`src/rcf_consts.vh`:
```
`ifndef RCF_CONSTS_VH
`define RCF_CONSTS_VH

// register byte offsets on the APB bus
`define RCF_OFS_CAUSE      12'h000
`define RCF_OFS_EVT_STATUS 12'h004
`define RCF_OFS_EVT_MASK   12'h008

// field positions of reset_cause_register
`define RCF_BIT_STK_HIGH   7
`define RCF_BIT_STK_LOW    6
`define RCF_BIT_UNUSED     5
`define RCF_BIT_WDT        4
`define RCF_BIT_EXT_PIN    3
`define RCF_BIT_OPCODE     2
`define RCF_BIT_POWERON    1
`define RCF_BIT_BROWNOUT   0

// implemented bits of reset_cause_register (bit 5 reads zero)
`define RCF_CAUSE_MASK     8'hDF

// value after power-on: stack flags 0, active-low flags 1, power-on flag 0,
// brown-out flag undefined in hardware and taken as 1 here
`define RCF_CAUSE_RST      8'h1D

// event status bit positions (one per reset source)
`define RCF_EVT_POWERON    0
`define RCF_EVT_BROWNOUT   1
`define RCF_EVT_OPCODE     2
`define RCF_EVT_EXT_PIN    3
`define RCF_EVT_WDT        4
`define RCF_EVT_STK_LOW    5
`define RCF_EVT_STK_HIGH   6
`define RCF_EVT_WIDTH      7

`define RCF_EVT_STATUS_RST 7'h00
`define RCF_EVT_MASK_RST   7'h00

`endif

```
`src/rcf_reset_cause.v`:
```
// Summary of operation
// - one flag per reset source: power-on, brown-out, opcode, pin, watchdog, stack faults
// - a pin, opcode, watchdog or stack reset updates only the flag of its own cause; others keep value
// - hardware never returns the power-on or brown-out flag inactive; firmware writes it back after restart
// - software writes setting flags active are stored and readable, starting no reset
// - bit7 stack high, bit6 stack low, bit5 zero, bits4..0 wdt,pin,opcode,poweron,brownout
// - stack flags active high, set by their fault, cleared by power-on or brown-out
// - watchdog flag active low, cleared by timeout, set to one by power-on or brown-out
// - pin flag active low, cleared by pin reset, set by power-on or brown-out
// - opcode flag active low, cleared by reset instruction, set by power-on or brown-out
// - power-on flag reads zero after power-on reset, firmware re-arms by writing one
// - brown-out flag reads zero after brown-out reset, firmware re-arms by writing one
//
// Register access over APB and the register addresses were chosen for this implementation.
`include "rcf_consts.vh"

module rcf_reset_cause (
   // clock and power-on reset
   input  wire        clk,
   input  wire        arst_n,
   // APB slave
   input  wire        psel,
   input  wire        penable,
   input  wire        pwrite,
   input  wire [11:0] paddr,
   input  wire [31:0] pwdata,
   input  wire [3:0]  pstrb,
   output wire        pready,
   output reg  [31:0] prdata,
   output reg         pslverr,
   // one-cycle cause pulses from the reset sequencer (same clock)
   input  wire        porEvent,
   input  wire        borEvent,
   input  wire        opcodeEvent,
   input  wire        extPinEvent,
   input  wire        wdtEvent,
   input  wire        stkLowEvent,
   input  wire        stkHighEvent,
   // status towards the core
   output wire [7:0]  causeFlags,
   output wire        irq
);

   reg  [7:0]                 causeFf;
   reg  [7:0]                 nxt_cause;
   reg  [`RCF_EVT_WIDTH-1:0]  evtStatusFf;
   reg  [`RCF_EVT_WIDTH-1:0]  evtMaskFf;
   reg  [`RCF_EVT_WIDTH-1:0]  rdClrFf;
   reg  [`RCF_EVT_WIDTH-1:0]  nxt_evtStatus;
   reg  [31:0]                nxt_prdata;
   reg                        nxt_pslverr;
   reg                        nxt_rdClrArm;
   reg                        rdClrArmFf;

   wire                       setupPh;
   wire                       accessPh;
   wire                       wrCause;
   wire                       wrMask;
   wire [`RCF_EVT_WIDTH-1:0]  evtIn;

   function addrHit;
      input [11:0] a;
      input [11:0] ofs;
      begin
         addrHit = (a == ofs);
      end
   endfunction

   function mapped;
      input [11:0] a;
      begin
         mapped = addrHit(a, `RCF_OFS_CAUSE) | addrHit(a, `RCF_OFS_EVT_STATUS) |
                  addrHit(a, `RCF_OFS_EVT_MASK);
      end
   endfunction

   assign setupPh  = psel & ~penable;
   assign accessPh = psel & penable;
   // zero wait states: read data and error are already registered in setup
   assign pready   = 1'b1;
   assign wrCause  = accessPh & pwrite & pstrb[0] & addrHit(paddr, `RCF_OFS_CAUSE);
   assign wrMask   = accessPh & pwrite & pstrb[0] & addrHit(paddr, `RCF_OFS_EVT_MASK);

   assign evtIn = {stkHighEvent, stkLowEvent, wdtEvent, extPinEvent,
                   opcodeEvent, borEvent, porEvent};

   // cause register: software write first, hardware causes laid on top
   always @* begin
      nxt_cause = causeFf;
      if (wrCause) begin
         nxt_cause = pwdata[7:0] & `RCF_CAUSE_MASK;
      end
      if (porEvent) begin
         nxt_cause[`RCF_BIT_STK_HIGH] = 1'b0;
         nxt_cause[`RCF_BIT_STK_LOW]  = 1'b0;
         nxt_cause[`RCF_BIT_WDT]      = 1'b1;
         nxt_cause[`RCF_BIT_EXT_PIN]  = 1'b1;
         nxt_cause[`RCF_BIT_OPCODE]   = 1'b1;
         nxt_cause[`RCF_BIT_POWERON]  = 1'b0;
      end
      if (borEvent) begin
         nxt_cause[`RCF_BIT_STK_HIGH] = 1'b0;
         nxt_cause[`RCF_BIT_STK_LOW]  = 1'b0;
         nxt_cause[`RCF_BIT_WDT]      = 1'b1;
         nxt_cause[`RCF_BIT_EXT_PIN]  = 1'b1;
         nxt_cause[`RCF_BIT_OPCODE]   = 1'b1;
         nxt_cause[`RCF_BIT_BROWNOUT] = 1'b0;
      end
      // single-cause updates leave every other flag alone
      if (opcodeEvent) begin
         nxt_cause[`RCF_BIT_OPCODE]   = 1'b0;
      end
      if (extPinEvent) begin
         nxt_cause[`RCF_BIT_EXT_PIN]  = 1'b0;
      end
      if (wdtEvent) begin
         nxt_cause[`RCF_BIT_WDT]      = 1'b0;
      end
      if (stkHighEvent) begin
         nxt_cause[`RCF_BIT_STK_HIGH] = 1'b1;
      end
      if (stkLowEvent) begin
         nxt_cause[`RCF_BIT_STK_LOW]  = 1'b1;
      end
      nxt_cause[`RCF_BIT_UNUSED] = 1'b0;
   end

   // event status: only bits captured in the setup read are cleared, so an
   // event landing between setup and access survives the read
   always @* begin
      nxt_evtStatus = evtStatusFf;
      if (rdClrArmFf && accessPh) begin
         nxt_evtStatus = evtStatusFf & ~rdClrFf;
      end
      nxt_evtStatus = nxt_evtStatus | evtIn;
   end

   // read data and error are sampled in the setup phase
   always @* begin
      nxt_prdata   = prdata;
      nxt_pslverr  = pslverr;
      nxt_rdClrArm = 1'b0;
      if (setupPh) begin
         nxt_prdata  = 32'h0000_0000;
         nxt_pslverr = ~mapped(paddr);
         if (!pwrite) begin
            if (addrHit(paddr, `RCF_OFS_CAUSE)) begin
               nxt_prdata[7:0] = causeFf;
            end else if (addrHit(paddr, `RCF_OFS_EVT_STATUS)) begin
               nxt_prdata[`RCF_EVT_WIDTH-1:0] = evtStatusFf;
               nxt_rdClrArm = 1'b1;
            end else if (addrHit(paddr, `RCF_OFS_EVT_MASK)) begin
               nxt_prdata[`RCF_EVT_WIDTH-1:0] = evtMaskFf;
            end
         end
      end else if (accessPh) begin
         nxt_rdClrArm = 1'b0;
      end
   end

   always @(posedge clk or negedge arst_n) begin
      if (!arst_n) begin
         causeFf     <= `RCF_CAUSE_RST;
         evtStatusFf <= `RCF_EVT_STATUS_RST;
         evtMaskFf   <= `RCF_EVT_MASK_RST;
         rdClrFf     <= `RCF_EVT_STATUS_RST;
         rdClrArmFf  <= 1'b0;
         prdata      <= 32'h0000_0000;
         pslverr     <= 1'b0;
      end else begin
         causeFf     <= nxt_cause;
         evtStatusFf <= nxt_evtStatus;
         if (wrMask) begin
            evtMaskFf <= pwdata[`RCF_EVT_WIDTH-1:0];
         end
         if (setupPh) begin
            rdClrFf <= evtStatusFf;
         end
         rdClrArmFf  <= nxt_rdClrArm;
         prdata      <= nxt_prdata;
         pslverr     <= nxt_pslverr;
      end
   end

   // a software write never reaches the sequencer: flags are output only
   assign causeFlags = causeFf;
   assign irq        = |(evtStatusFf & evtMaskFf);

endmodule

```
`config.mk`:
```
export PLATFORM = sky130hd
export DESIGN_NAME = rcf_reset_cause
export DESIGN_NICKNAME = d
export VERILOG_FILES = /design/src/rcf_reset_cause.v
export VERILOG_INCLUDE_DIRS = /design/src
export SDC_FILE = /design/constraint.sdc
export NUM_CORES = 1
export LEC_CHECK = 0
export BUFFER_PORTS_ARGS = -buffer_cell sky130_fd_sc_hd__buf_2
export CAP_MARGIN = 20
export CORE_UTILIZATION = 50
export CTS_BUF_LIST = sky130_fd_sc_hd__clkbuf_2 sky130_fd_sc_hd__clkbuf_4 sky130_fd_sc_hd__clkbuf_8
export DETAILED_ROUTE_END_ITERATION = 7
export GPL_ROUTABILITY_DRIVEN = 0
export GPL_TIMING_DRIVEN = 0
export PLACE_DENSITY = 0.85
export SLEW_MARGIN = 20
export SYNTH_ARGS = -nofsm -noshare
export SYNTH_HDL_FRONTEND = slang
export SYNTH_SLANG_ARGS = --single-unit
```
`constraint.sdc`:
```
create_clock -name clk -period 2.7 [get_ports clk]
set_input_delay 0.135 -clock clk [delete_from_list [all_inputs] [get_ports clk]]
set_output_delay 0.135 -clock clk [all_outputs]
set_load 0.01 [all_outputs]
```
# Word-level counts from Yosys, hierarchy flattened
# Cells that the tools add are included.
dict set report classes {
  eq_ne 2
  muxes 21
  bitwise_logic 14
  reduce_logical 10
}
# op n
set op_table {}
lappend op_table {{2-to-1 mux 7 bit} 4}
lappend op_table {{nonzero test 4 bit} 5}
lappend op_table {{2-to-1 mux 8 bit} 2}
lappend op_table {{bitwise AND 7 bit} 2}
lappend op_table {{equality test 12 x 3 -> 1 bit, second input constant} 1}
lappend op_table {{equality test 12 x 4 -> 1 bit, second input constant} 1}
lappend op_table {{logical NOT 12 bit} 1}
lappend op_table {{2-to-1 mux 1 bit} 11}
lappend op_table {{inverter 7 bit} 1}
lappend op_table {{OR 7 bit} 1}
lappend op_table {{OR reduction 7 bit} 1}
lappend op_table {{bitwise AND 1 bit} 6}
lappend op_table {{2-to-1 mux 2 bit} 2}
lappend op_table {{2-to-1 mux 4 bit} 1}
lappend op_table {{nonzero test 2 bit} 2}
lappend op_table {{2-to-1 mux 3 bit} 1}
lappend op_table {{inverter 1 bit} 2}
lappend op_table {{OR 1 bit} 2}
lappend op_table {{logical AND 1 bit} 1}
dict set report word_totals {
  regBits 38
  in_bits 60
}

# Logic depth before layout (Yosys ltp)
# Gate-level depths: netlist of the first run.
dict set report depth {
  depth_word 8
  depth_mapped 6
}

# Worst setup path after synthesis of the first run
# OpenSTA, ideal clock, no wires.
dict set report synth_timing {
  path_type {input -> register}
  start {in paddr[11]}
  end {reg causeFf[6], in the netlist causeFlags[6]}
  setup_time_ns 0.118
  t_arrival_ns 1.382
  required_ns 2.582
  path_slack_ns 1.200
  stages 5
  path_buffers 1
  path_cell_list {nor4_4 -> and4_2 -> buf_2 -> mux2_2 -> a21o_1}
}
dict set report synth_between {
  elab_chain_len 3
}
# element line
set synth_rtl {}
lappend synth_rtl {{start, declared} rcf_reset_cause.v:25} ;# input wire [11:0] paddr,
lappend synth_rtl {{logical NOT 12 bit} rcf_reset_cause.v:65} ;# addrHit = (a == ofs);
lappend synth_rtl {{bitwise AND 1 bit} rcf_reset_cause.v:81} ;# assign wrCause = accessPh & pwrite & pstrb[0] & addrHit(paddr, `RCF_OFS_CAUSE);
lappend synth_rtl {{nonzero test 4 bit (no source line)} n/a}
lappend synth_rtl {{end signal, assigned} rcf_reset_cause.v:163} ;# causeFf <= `RCF_CAUSE_RST;
lappend synth_rtl {{end signal, assigned} rcf_reset_cause.v:171} ;# causeFf <= nxt_cause;
lappend synth_rtl {{end, declared} rcf_reset_cause.v:44} ;# reg [7:0] causeFf;
# No other way between the ends.
# A chain may end at the register's enable or synchronous reset.

# Worst setup path after layout of the first run
dict set report layout_timing {
  start {in paddr[11]}
  end {reg evtMaskFf[3]}
}
dict set report layout_between {
  elab_chain_len 2
}
# element line
set layout_rtl {}
lappend layout_rtl {{equality test 12 x 4 -> 1 bit} rcf_reset_cause.v:65}
lappend layout_rtl {{bitwise AND 1 bit} rcf_reset_cause.v:82} ;# assign wrMask = accessPh & pwrite & pstrb[0] & addrHit(paddr, `RCF_OFS_EVT_MASK);
lappend layout_rtl {{end signal, assigned} rcf_reset_cause.v:165} ;# evtMaskFf <= `RCF_EVT_MASK_RST;
lappend layout_rtl {{end signal, assigned} rcf_reset_cause.v:174} ;# evtMaskFf <= pwdata[`RCF_EVT_WIDTH-1:0];
lappend layout_rtl {{end, declared} rcf_reset_cause.v:47} ;# reg [`RCF_EVT_WIDTH-1:0] evtMaskFf;
# No other way between the ends.

==> results of run 1 <==
## kinds of logic after synthesis
kind of cell           count (synthesis)  share of synthesized area, %
multiplexers                          27                          16.4
AND/OR/NAND/NOR                       34                          12.7
flip-flops                            38                          48.3
AO/OA/AOI/OAI                         26                          10.6
buffers and inverters                 33                          11.7
other                                  2                         0.380
## path summary, 6_finish.rpt
check / from / endpoint / cells past startpoint
max: paddr[11] / evtMaskFf[3] / 5
min: porEvent / causeFlags[1] / 2
max reg2reg: rdClrArmFf / evtStatusFf[2] / 4
min reg2reg: prdata[7] / prdata[7] / 1
max in group asynchronous: arst_n / evtStatusFf[1] / 2
min in group asynchronous: arst_n / evtStatusFf[3] / 2
## cell type report
cell class | instances | area, µm² | area share [%]
Timing Repair Buffer | 54 | 295 | 11.6
Multi-Input combinational cell | 113 | 881 | 34.7
Sequential cell | 38 | 956 | 37.7
Buffer | 32 | 228 | 8.97
Clock buffer | 7 | 83.8 | 3.30
Inverter | 1 | 3.75 | 0.148
Clock inverter | 1 | 30.0 | 1.18
Tap cell | 48 | 60.1 | 2.37
## layout by cell type (no fill, tap or decap), types with 2 or more instances in the layout
cell type,n
a21o_1,9
a21oi_1,4
a221o_1,6
a22oi_1,2
and2_1,6
and3_1,2
buf_2,51
buf_4,26
clkbuf_1,2
clkbuf_4,2
clkbuf_8,5
conb_1,26
dfrtp_1,34
dfstp_2,4
dlygate4sd3_1,5
mux2_2,15
mux2_4,7
mux2i_1,5
nand2_1,7
nand3_1,2
nor2_1,5
nor4_4,3
## sequential cells by signal (all words and copies together) (netlist names)
register     flops
rdClrArmFf       1
pslverr          1
prdata           8
evtStatusFf      7
evtMaskFf        7
rdClrFf          7
causeFlags       7
## worst register-to-register path, stage by stage, from the launching register on
cell,delay [ns]
dfrtp_1,0.32
and3_1,0.15
clkbuf_1,0.30
nand2_1,0.12
a21o_1,0.20
## power by group through the flow
stage	clock network [mW]	logic [mW]	registers, mW
finish	0.488	0.136	0.581
global route	0.527	0.149	0.581
CTS	0.500	0.135	0.580
detailed placement	0	0.129	0.591
global placement	0	0.127	0.591
floorplan	0	0.0703	0.593
## stage by stage
stage | worst slack, ns | power, mW
after floorplan | 1.20 | 0.663
after global placement | 0.902 | 0.718
after detailed placement | 0.866 | 0.721
after CTS | 1.18 | 1.21
after global routing | 1.11 | 1.26
final | 1.18 | 1.20
## per-layer routing
| metal | vias up | GRT usage, % | part of all wire, % |
|---|---|---|---|
| li1 | 692 | - | - |
| met1 | 682 | 30.2 | 44 |
| met2 | 60 | 34.1 | 48 |
| met3 | 6 | 6.34 | 6.5 |
| met4 | 0 | 8.89 | 1.5 |
| met5 | - | 0 | 0 |
## repair_timing
action | 4_1_cts | 5_1_grt
hold buffers | 5 | 0
endpoints found under the hold margin | 38 | 0
resized for setup | 0 | 0
==> reports/metrics.cfg, run 1 <==
[power_and_ir_drop]
intPower_uw = 938
power.switching_uw = 266
powerDensity_mw_per_mm2 = 474
swShare_pct = 22.1
power.ir.vdd_worst_v = 0.000423
p_clk_share_pct = 40.5
p_comb_share_pct = 11.3
seqPwrFrac_pct = 48.2
power_leakage_nw = 1.25

[timing]
slew_violations = 0
period_needed_ns = 1.52
whs_ns = 0.0441
setup_violations = 0
fmax_mhz = 660
rsz0062_at_grt = false
slew_headroom_pct = 46.0
tightest_slew_ns = 0.810
clock_skew_ns = 0.00470
tns_ns = 0
final_hold_viol_count = 0
period_share_pct = 56.1

[setup_path]
crit_family = simple AND/OR/NAND/NOR gates
crit_fanout = 7
required_ns = 2.88
cp_slowest_stage_delay_ns = 0.58
worst_path_max_delay_cell = nor3b_4
crit_type = in -> reg
start_kind = input pin
r2r_slack_ns = 1.51
cp_cell_sequence = buf_2 > nor4_4 > nand4_2 > nor3b_4 > mux2_4
crit_buf_inv = 1
endpoint_kind = flop
critPathArrivalTime_ns = 1.69

[place]
dp.cells = 281
port_buffers = 49
postPlaceCellArea_mm2 = 0.00237
dp_hpwl_um = 3060

[yosys]
syn_area_per_cell_um2 = 12.4
ys_types = 36
yosys_warnings = 0
synth_edf_count = 0
ys_top_cells_by_area = dfrtp_1, buf_4, mux2_2
async_flop_share_pct = 100
synth.cell_area_mm2 = 0.00198
synth_common_cells = dfrtp_1, buf_4, mux2_2, a21o_1
yosysSeqAreaShare_pct = 48.3
ys.flop_type = dfrtp_1
yosysTopAreaCell = dfrtp_1
synthCells = 160
synth.most_common_cell = dfrtp_1
synth_top_area_share_pct = 43.0
ys_seq_elements = 38

[clocking]
clk_latency_ns = 0.29
cts_setup_buffers = 0
cts_buffers = 5
path_clk_slew_ns = 0.07
cts_sinks = 38
htreeDepth = 2
cts_max_path_buffers = 2
clockRootBuffer = clkbuf_8
cts_tree = built

[floorplanning]
die_y_um = 64.9
die_w_um = 64.9
core_area_mm2 = 0.00372
rows = 22
start_util_pct = 53.2
ios = 103
die-area_mm2 = 0.00421

[routing]
antenna_left = 0
dr.pass1.iters = 4
drt_iter0_drc = 74
vias = 1440
finalWirelength_um = 4180
drc_errors = 0
wl_per_cell_um = 14.2
vias_per_cell = 4.90

[grt]
grt_overflow_total = 0
grt_usage_pct = 22.5
grt_pass1_vias = 1350
grt_max_degree = 39
grt_antenna_before_repair = 0
grt_pass1_wl_um = 6770

[final_layout]
syn_to_final_growth_pct = 28.3
n_fill_cell = 286
fin_area_mm2 = 0.00254
utilization_pct = 68.3
final_cells = 294
layout-drive-gt1-share_pct = 48.8
antenna_cells = 0
fin_nets = 305

[status]
status = finished clean

[min_path]
hold_class = in -> reg

[job]
max_cap_violations = 0

Power figures use the tool's default switching activity.
==> run 2: changes to the inputs <==
ABC_AREA = 1   (was not set)
CORE_UTILIZATION = 44   (was 50)
PLACE_DENSITY = 0.77   (was 0.85)
clock period = 1.35 ns   (was 2.7 ns; I/O delays follow)
==> run 2 against run 1 <==
Effect of this change: the run now ends with setup timing left; critical path depth unchanged; synthesized cell count rose by 76%; synthesized area is 12% higher; wire length rose by 25%; cell count rose by 48%; register-to-register slack worse by 1.2 ns; combinational power increased by 140%; die area grew 26%; sequential share of layout area down 3.6 points; clock power is 110% higher; largest cell class is now multi-input combinational cells.
==> reports/metrics.cfg, run 2 <==
[setup_path]
start_kind = flop
timing.rr.start = rdClrArmFf
r2r_slack_ns = 0.33
endpoint_kind = primary output
crit_fanout = 2
critPathArrivalTime_ns = 1.29
rr_endpoint = evtStatusFf[3]
required_ns = 1.28
crit_type = reg -> out
crit_end = irq
ff2ff_path_depth = 3
critPathLaunch = evtStatusFf[4]

[timing]
period_needed_ns = 1.36
setup_violations = 1
period_share_pct = 101
tightest_slew_ns = 0.829
slew_headroom_pct = 44.7
slew_violations = 0
setup_ws_ns = -0.00926
fmax_mhz = 736
rsz0062_at_grt = true
clock_skew_ns = 0.00867
final_hold_viol_count = 0

[routing]
antenna_left = 0
wl_per_cell_um = 12.0
finalWirelength_um = 5220
vias_per_cell = 4.72
vias = 2053
dr.pass1.iters = 4
drc_errors = 0
drt_iter0_drc = 143

[final_layout]
largest_reg_flops = 8
antenna_cells = 0
largest-register = prdata
n_fill_cell = 453
syn_to_final_growth_pct = 26.9
layout-drive-gt1-share_pct = 31.0
utilization_pct = 58.7
fin_nets = 427
layout_common_cells = nand2_1, buf_2, inv_1, dfrtp_1, buf_4
final_cells = 435
layout_commonest_cell = nand2_1

[power_and_ir_drop]
power_leakage_nw = 1.55
power_mw = 2.56
power.ir.vdd_worst_v = 0.000641
powerDensity_mw_per_mm2 = 911

[floorplanning]
die_w_um = 72.9
rows = 25
die_y_um = 72.9
start_util_pct = 46.2
core_area_mm2 = 0.00479
die-area_mm2 = 0.00532
ios = 103

[yosys]
ys.flop_type = dfrtp_1
synth.most_common_cell = nand2_1
async_flop_share_pct = 100
synth_common_cells = nand2_1, inv_1, dfrtp_1, nand3_1, buf_4
syn_area_per_cell_um2 = 7.87
synthCells = 281
ys_top_cells_by_area = dfrtp_1, nand2_1, buf_4
yosysTopAreaCell = dfrtp_1
yosys_warnings = 0
synth_top_area_share_pct = 38.5
yosysSeqAreaShare_pct = 43.2
ys_types = 27
synth.cell_area_mm2 = 0.00221
ys_seq_elements = 38
synth_edf_count = 0

[place]
dp.cells = 421
dp_hpwl_um = 3930
port_buffers = 49

[min_path]
hold_class = in -> reg

[clocking]
path_clk_slew_ns = 0.08
clockRootBuffer = clkbuf_8
cts_buffers = 5
cts_max_path_buffers = 2
htreeDepth = 2
cts_sinks = 38
cts_tree = built
clk_latency_ns = 0.29

[grt]
grt_antenna_before_repair = 0
grt_pass1_wl_um = 8680
grt_pass1_vias = 1889
grt_max_degree = 39
grt_usage_pct = 21.7
grt_overflow_total = 0

[status]
status = finished with violations
violations = setup timing

[job]
max_cap_violations = 0

-- run 2: changes by cell type after synthesis, sizes merged, moves of 4 or more --
cell	previous run	this run
a21o	9	0
nand3	2	31
inv	1	37
o21ai	0	21
mux2	22	0
and2	7	0
a221o	6	0
mux2i	5	0
nand2	7	86
nand3b	0	4
nand4	1	7
nor2	5	14
-- run 2: logic make-up (layout without fill, tap and decap cells) --
family / Yosys count / count (layout) / share of synthesized area [%]
DFF: 38 / 38 / 43.2
other: 2 / 26 / 0.339
and+or+nand+nor: 144 / 144 / 31.2
AOI/OAI and AO/OA: 28 / 28 / 7.98
buffers and inverters: 69 / 132 / 17.3
-- run 2: layer usage --
metal  vias to the layer above  routed length, µm  GRT usage, %
li1                       1014                  -             -
met1                       935               2210          28.3
met3                        11                407          4.70
met5                         -                  0             0
met2                        93               2500          34.8
met4                         0                102          9.80
-- run 2: stage by stage --
| stage | TNS, ns | hold slack, ns | instance area, µm² | setup WS [ns] |
|---|---|---|---|---|
| after floorplan | 0 | -0.228 | 2300 | 0.369 |
| after global placement | 0 | 0.210 | 2630 | 0.143 |
| after detailed placement | 0 | 0.214 | 2630 | 0.121 |
| after CTS | 0 | 0.000843 | 2810 | 0.00105 |
| after global routing | -0.0728 | 0.0148 | 2810 | -0.0728 |
| final | -0.00926 | 0.00542 | 2810 | -0.00926 |
-- run 2: worst min-delay path by stage --
stage | start | to | slack (ns) | depth (start not counted)
floorplan | arst_n | causeFlags[1] | -0.23 | 0
global placement | arst_n | evtMaskFf[4] | 0.21 | 1
detailed placement | arst_n | evtMaskFf[4] | 0.21 | 1
CTS | wdtEvent | causeFlags[4] | 0.0008 | 4
global route | pwdata[0] | causeFlags[0] | 0.01 | 3
finish | wdtEvent | causeFlags[4] | 0.005 | 4
-- run 2: final cells by class --
cell class / instances / area [µm²] / share of cell area [%]
Multi-Input combinational cell: 198 / 970 / 34.5
Sequential cell: 38 / 956 / 34.0
Timing Repair Buffer: 55 / 295 / 10.5
Buffer: 31 / 240 / 8.56
Inverter: 38 / 143 / 5.08
Clock buffer: 7 / 90.1 / 3.21
Tap cell: 67 / 83.8 / 2.99
Clock inverter: 1 / 30.0 / 1.07
-- run 2: timing repair --
item                       in CTS  in global routing
setup buffers                   4                  0
setup endpoints to repair       1                  1
gates resized for setup         1                  0
hold buffers                    2                  0
pin swaps                       3                  1
hold endpoints to repair       35                  0
-- run 2: critical path: stages, from the launching register on --
cell and delay [ns]:
dfrtp_1 0.42, nand2_1 0.08, nand2_1 0.06, a221oi_2 0.19, nand2_1 0.10, buf_2 0.15
-- run 2: where the power goes --
part | switching, mW | total [mW] | internal (mW) | leakage (nW)
sequential | 0.0215 | 1.21 | 1.19 | 0.449
combinational | 0.198 | 0.332 | 0.134 | 1.04
clock | 0.397 | 1.02 | 0.623 | 0.0619
total | 0.616 | 2.56 | 1.94 | 1.55
==> run 3: changes to the inputs <==
CORE_MARGIN = 4   (was not set)
==> run 3 against run 2 <==
Effect of this change: the run now ends clean; combinational power rose by 2%; cell count rose by 0.69%; die area rose by 17%; wire length fell by 0.52%; global-route usage fell by 3.8 points; sequential power barely moved; non-clock buffer count rose by 3; clock power fell by 4%; first-iteration DRC count fell by 6.3%; clock skew rose by 0.0025 ns; critical path type unchanged; highest routed layer unchanged.
==> reports/metrics.cfg, run 3 (synthesized netlist as in run 2, its figures left out) <==
[timing]
clock_skew_ns = 0.0112
slew_headroom_pct = 45.3
tightest_slew_ns = 0.820
final_hold_viol_count = 0
fmax_mhz = 768
tns_ns = 0
rsz0062_at_grt = true
whs_ns = 0.0158
setup_violations = 0
setup_ws_ns = 0.0483
slew_violations = 0
period_needed_ns = 1.30
period_share_pct = 96.4

[setup_path]
critPathArrivalTime_ns = 1.23
crit_type = reg -> out
crit_fanout = 2
required_ns = 1.28
endpoint_kind = primary output
start_kind = flop

[grt]
grt_pass1_vias = 1817
grt_overflow_total = 0
grt_usage_pct = 17.9
grt_max_degree = 39
grt_pass1_wl_um = 8700
grt_antenna_before_repair = 0

[status]
status = finished clean

[floorplanning]
die-area_mm2 = 0.00623
die_y_um = 78.9
ios = 103
die_w_um = 78.9
core_area_mm2 = 0.00479
rows = 25
start_util_pct = 46.2

[power_and_ir_drop]
powerDensity_mw_per_mm2 = 892
power.switching_uw = 653
power.ir.vdd_worst_v = 0.000593
swShare_pct = 25.8
p_comb_share_pct = 13.3
p_clk_share_pct = 38.9
seqPwrFrac_pct = 47.8
intPower_mw = 1.87
power_leakage_nw = 1.55

[clocking]
cts_sinks = 38
clockRootBuffer = clkbuf_8
cts_max_path_buffers = 2
cts_tree = built
path_clk_slew_ns = 0.07
clk_latency_ns = 0.30
htreeDepth = 2
cts_buffers = 5

[place]
dp_hpwl_um = 4030
port_buffers = 49
pre_cts_ws_ns = 0.110

[routing]
drt_iter0_drc = 134
dr.pass1.iters = 4
drc_errors = 0
finalWirelength_um = 5200
antenna_left = 0
vias = 1988
wl_per_cell_um = 11.9
vias_per_cell = 4.54

[final_layout]
utilization_pct = 59.2
largest_reg_flops = 8
layout-drive-gt1-share_pct = 31.0
syn_to_final_growth_pct = 28.1
largest-register = prdata
layout_common_cells = nand2_1, buf_2, inv_1, dfrtp_1, buf_4
antenna_cells = 0
fin_nets = 430
layout_commonest_cell = nand2_1

[job]
max_cap_violations = 0

[min_path]
hold_class = in -> reg

-- run 3: cell count changes in the layout (fill, tap and decap cells not counted), sizes merged --
cell,delta
clkinvlp,+2
dlygate4sd3,+3
clkbuf,-2
-- run 3: path summary, 6_finish.rpt --
kind | to | startpoint | cells past startpoint | slack (ns)
setup / recovery | irq | evtMaskFf[4] | 5 | 0.05
setup reg to reg | prdata[4] | evtStatusFf[4] | 6 | 0.35
max in group asynchronous | evtStatusFf[2] | arst_n | 2 | 0.38
min in group asynchronous | evtMaskFf[4] | arst_n | 2 | 0.40
hold reg to reg | prdata[7] | prdata[7] | 2 | 0.49
hold / removal | causeFlags[0] | pwdata[0] | 3 | 0.02
-- run 3: worst max-delay path, cell delays in order (launching register included) --
cell,delay [ns]
dfrtp_1,0.41
nand2_1,0.07
nand2_1,0.06
a221oi_2,0.16
nand2_1,0.09
buf_2,0.15
-- run 3: cell type report --
type | count | area, µm²
clock buffer | 5 | 68.8
clock inverter | 3 | 45.0
tap | 67 | 83.8
inverter | 38 | 143
buffer | 31 | 240
multi-input combinational | 198 | 970
fill | 440 | 1950
timing repair buffer | 58 | 325
sequential | 38 | 957
-- run 3: timing repair --
item / CTS / global route
cloned: 0 / 0
hold buffers: 5 / 0
pin swaps: 0 / 1
setup endpoints to repair: 1 / 1
setup buffers: 3 / 1
hold endpoints to repair: 39 / 0
resized for setup: 0 / 2
-- run 3: per-stage QoR --
| stage | power, mW | instances | area, µm² |
|---|---|---|---|
| after floorplan | 1.43 | 305 | 2300 |
| after global placement | 1.55 | 421 | 2630 |
| after detailed placement | 1.55 | 421 | 2630 |
| after CTS | 2.54 | 437 | 2820 |
| after global routing | 2.64 | 438 | 2830 |
| final | 2.53 | 438 | 2830 |
-- run 3: routing by layer --
metal	track usage [%]	vias up	share of wire, %
met2	28.5	66	47
li1	-	1018	-
met3	3.97	7	6.6
met1	24.4	897	45
met5	0	-	0
met4	5.15	0	1.3
-- run 3: power groups by stage --
stage               clock, mW  sequential (mW)  combinational, mW
detailed placement          0             1.23              0.326
finish                  0.983             1.21              0.337
CTS                     0.993             1.21              0.338
global placement            0             1.23              0.318
global route             1.04             1.21              0.383
floorplan                   0             1.23              0.195
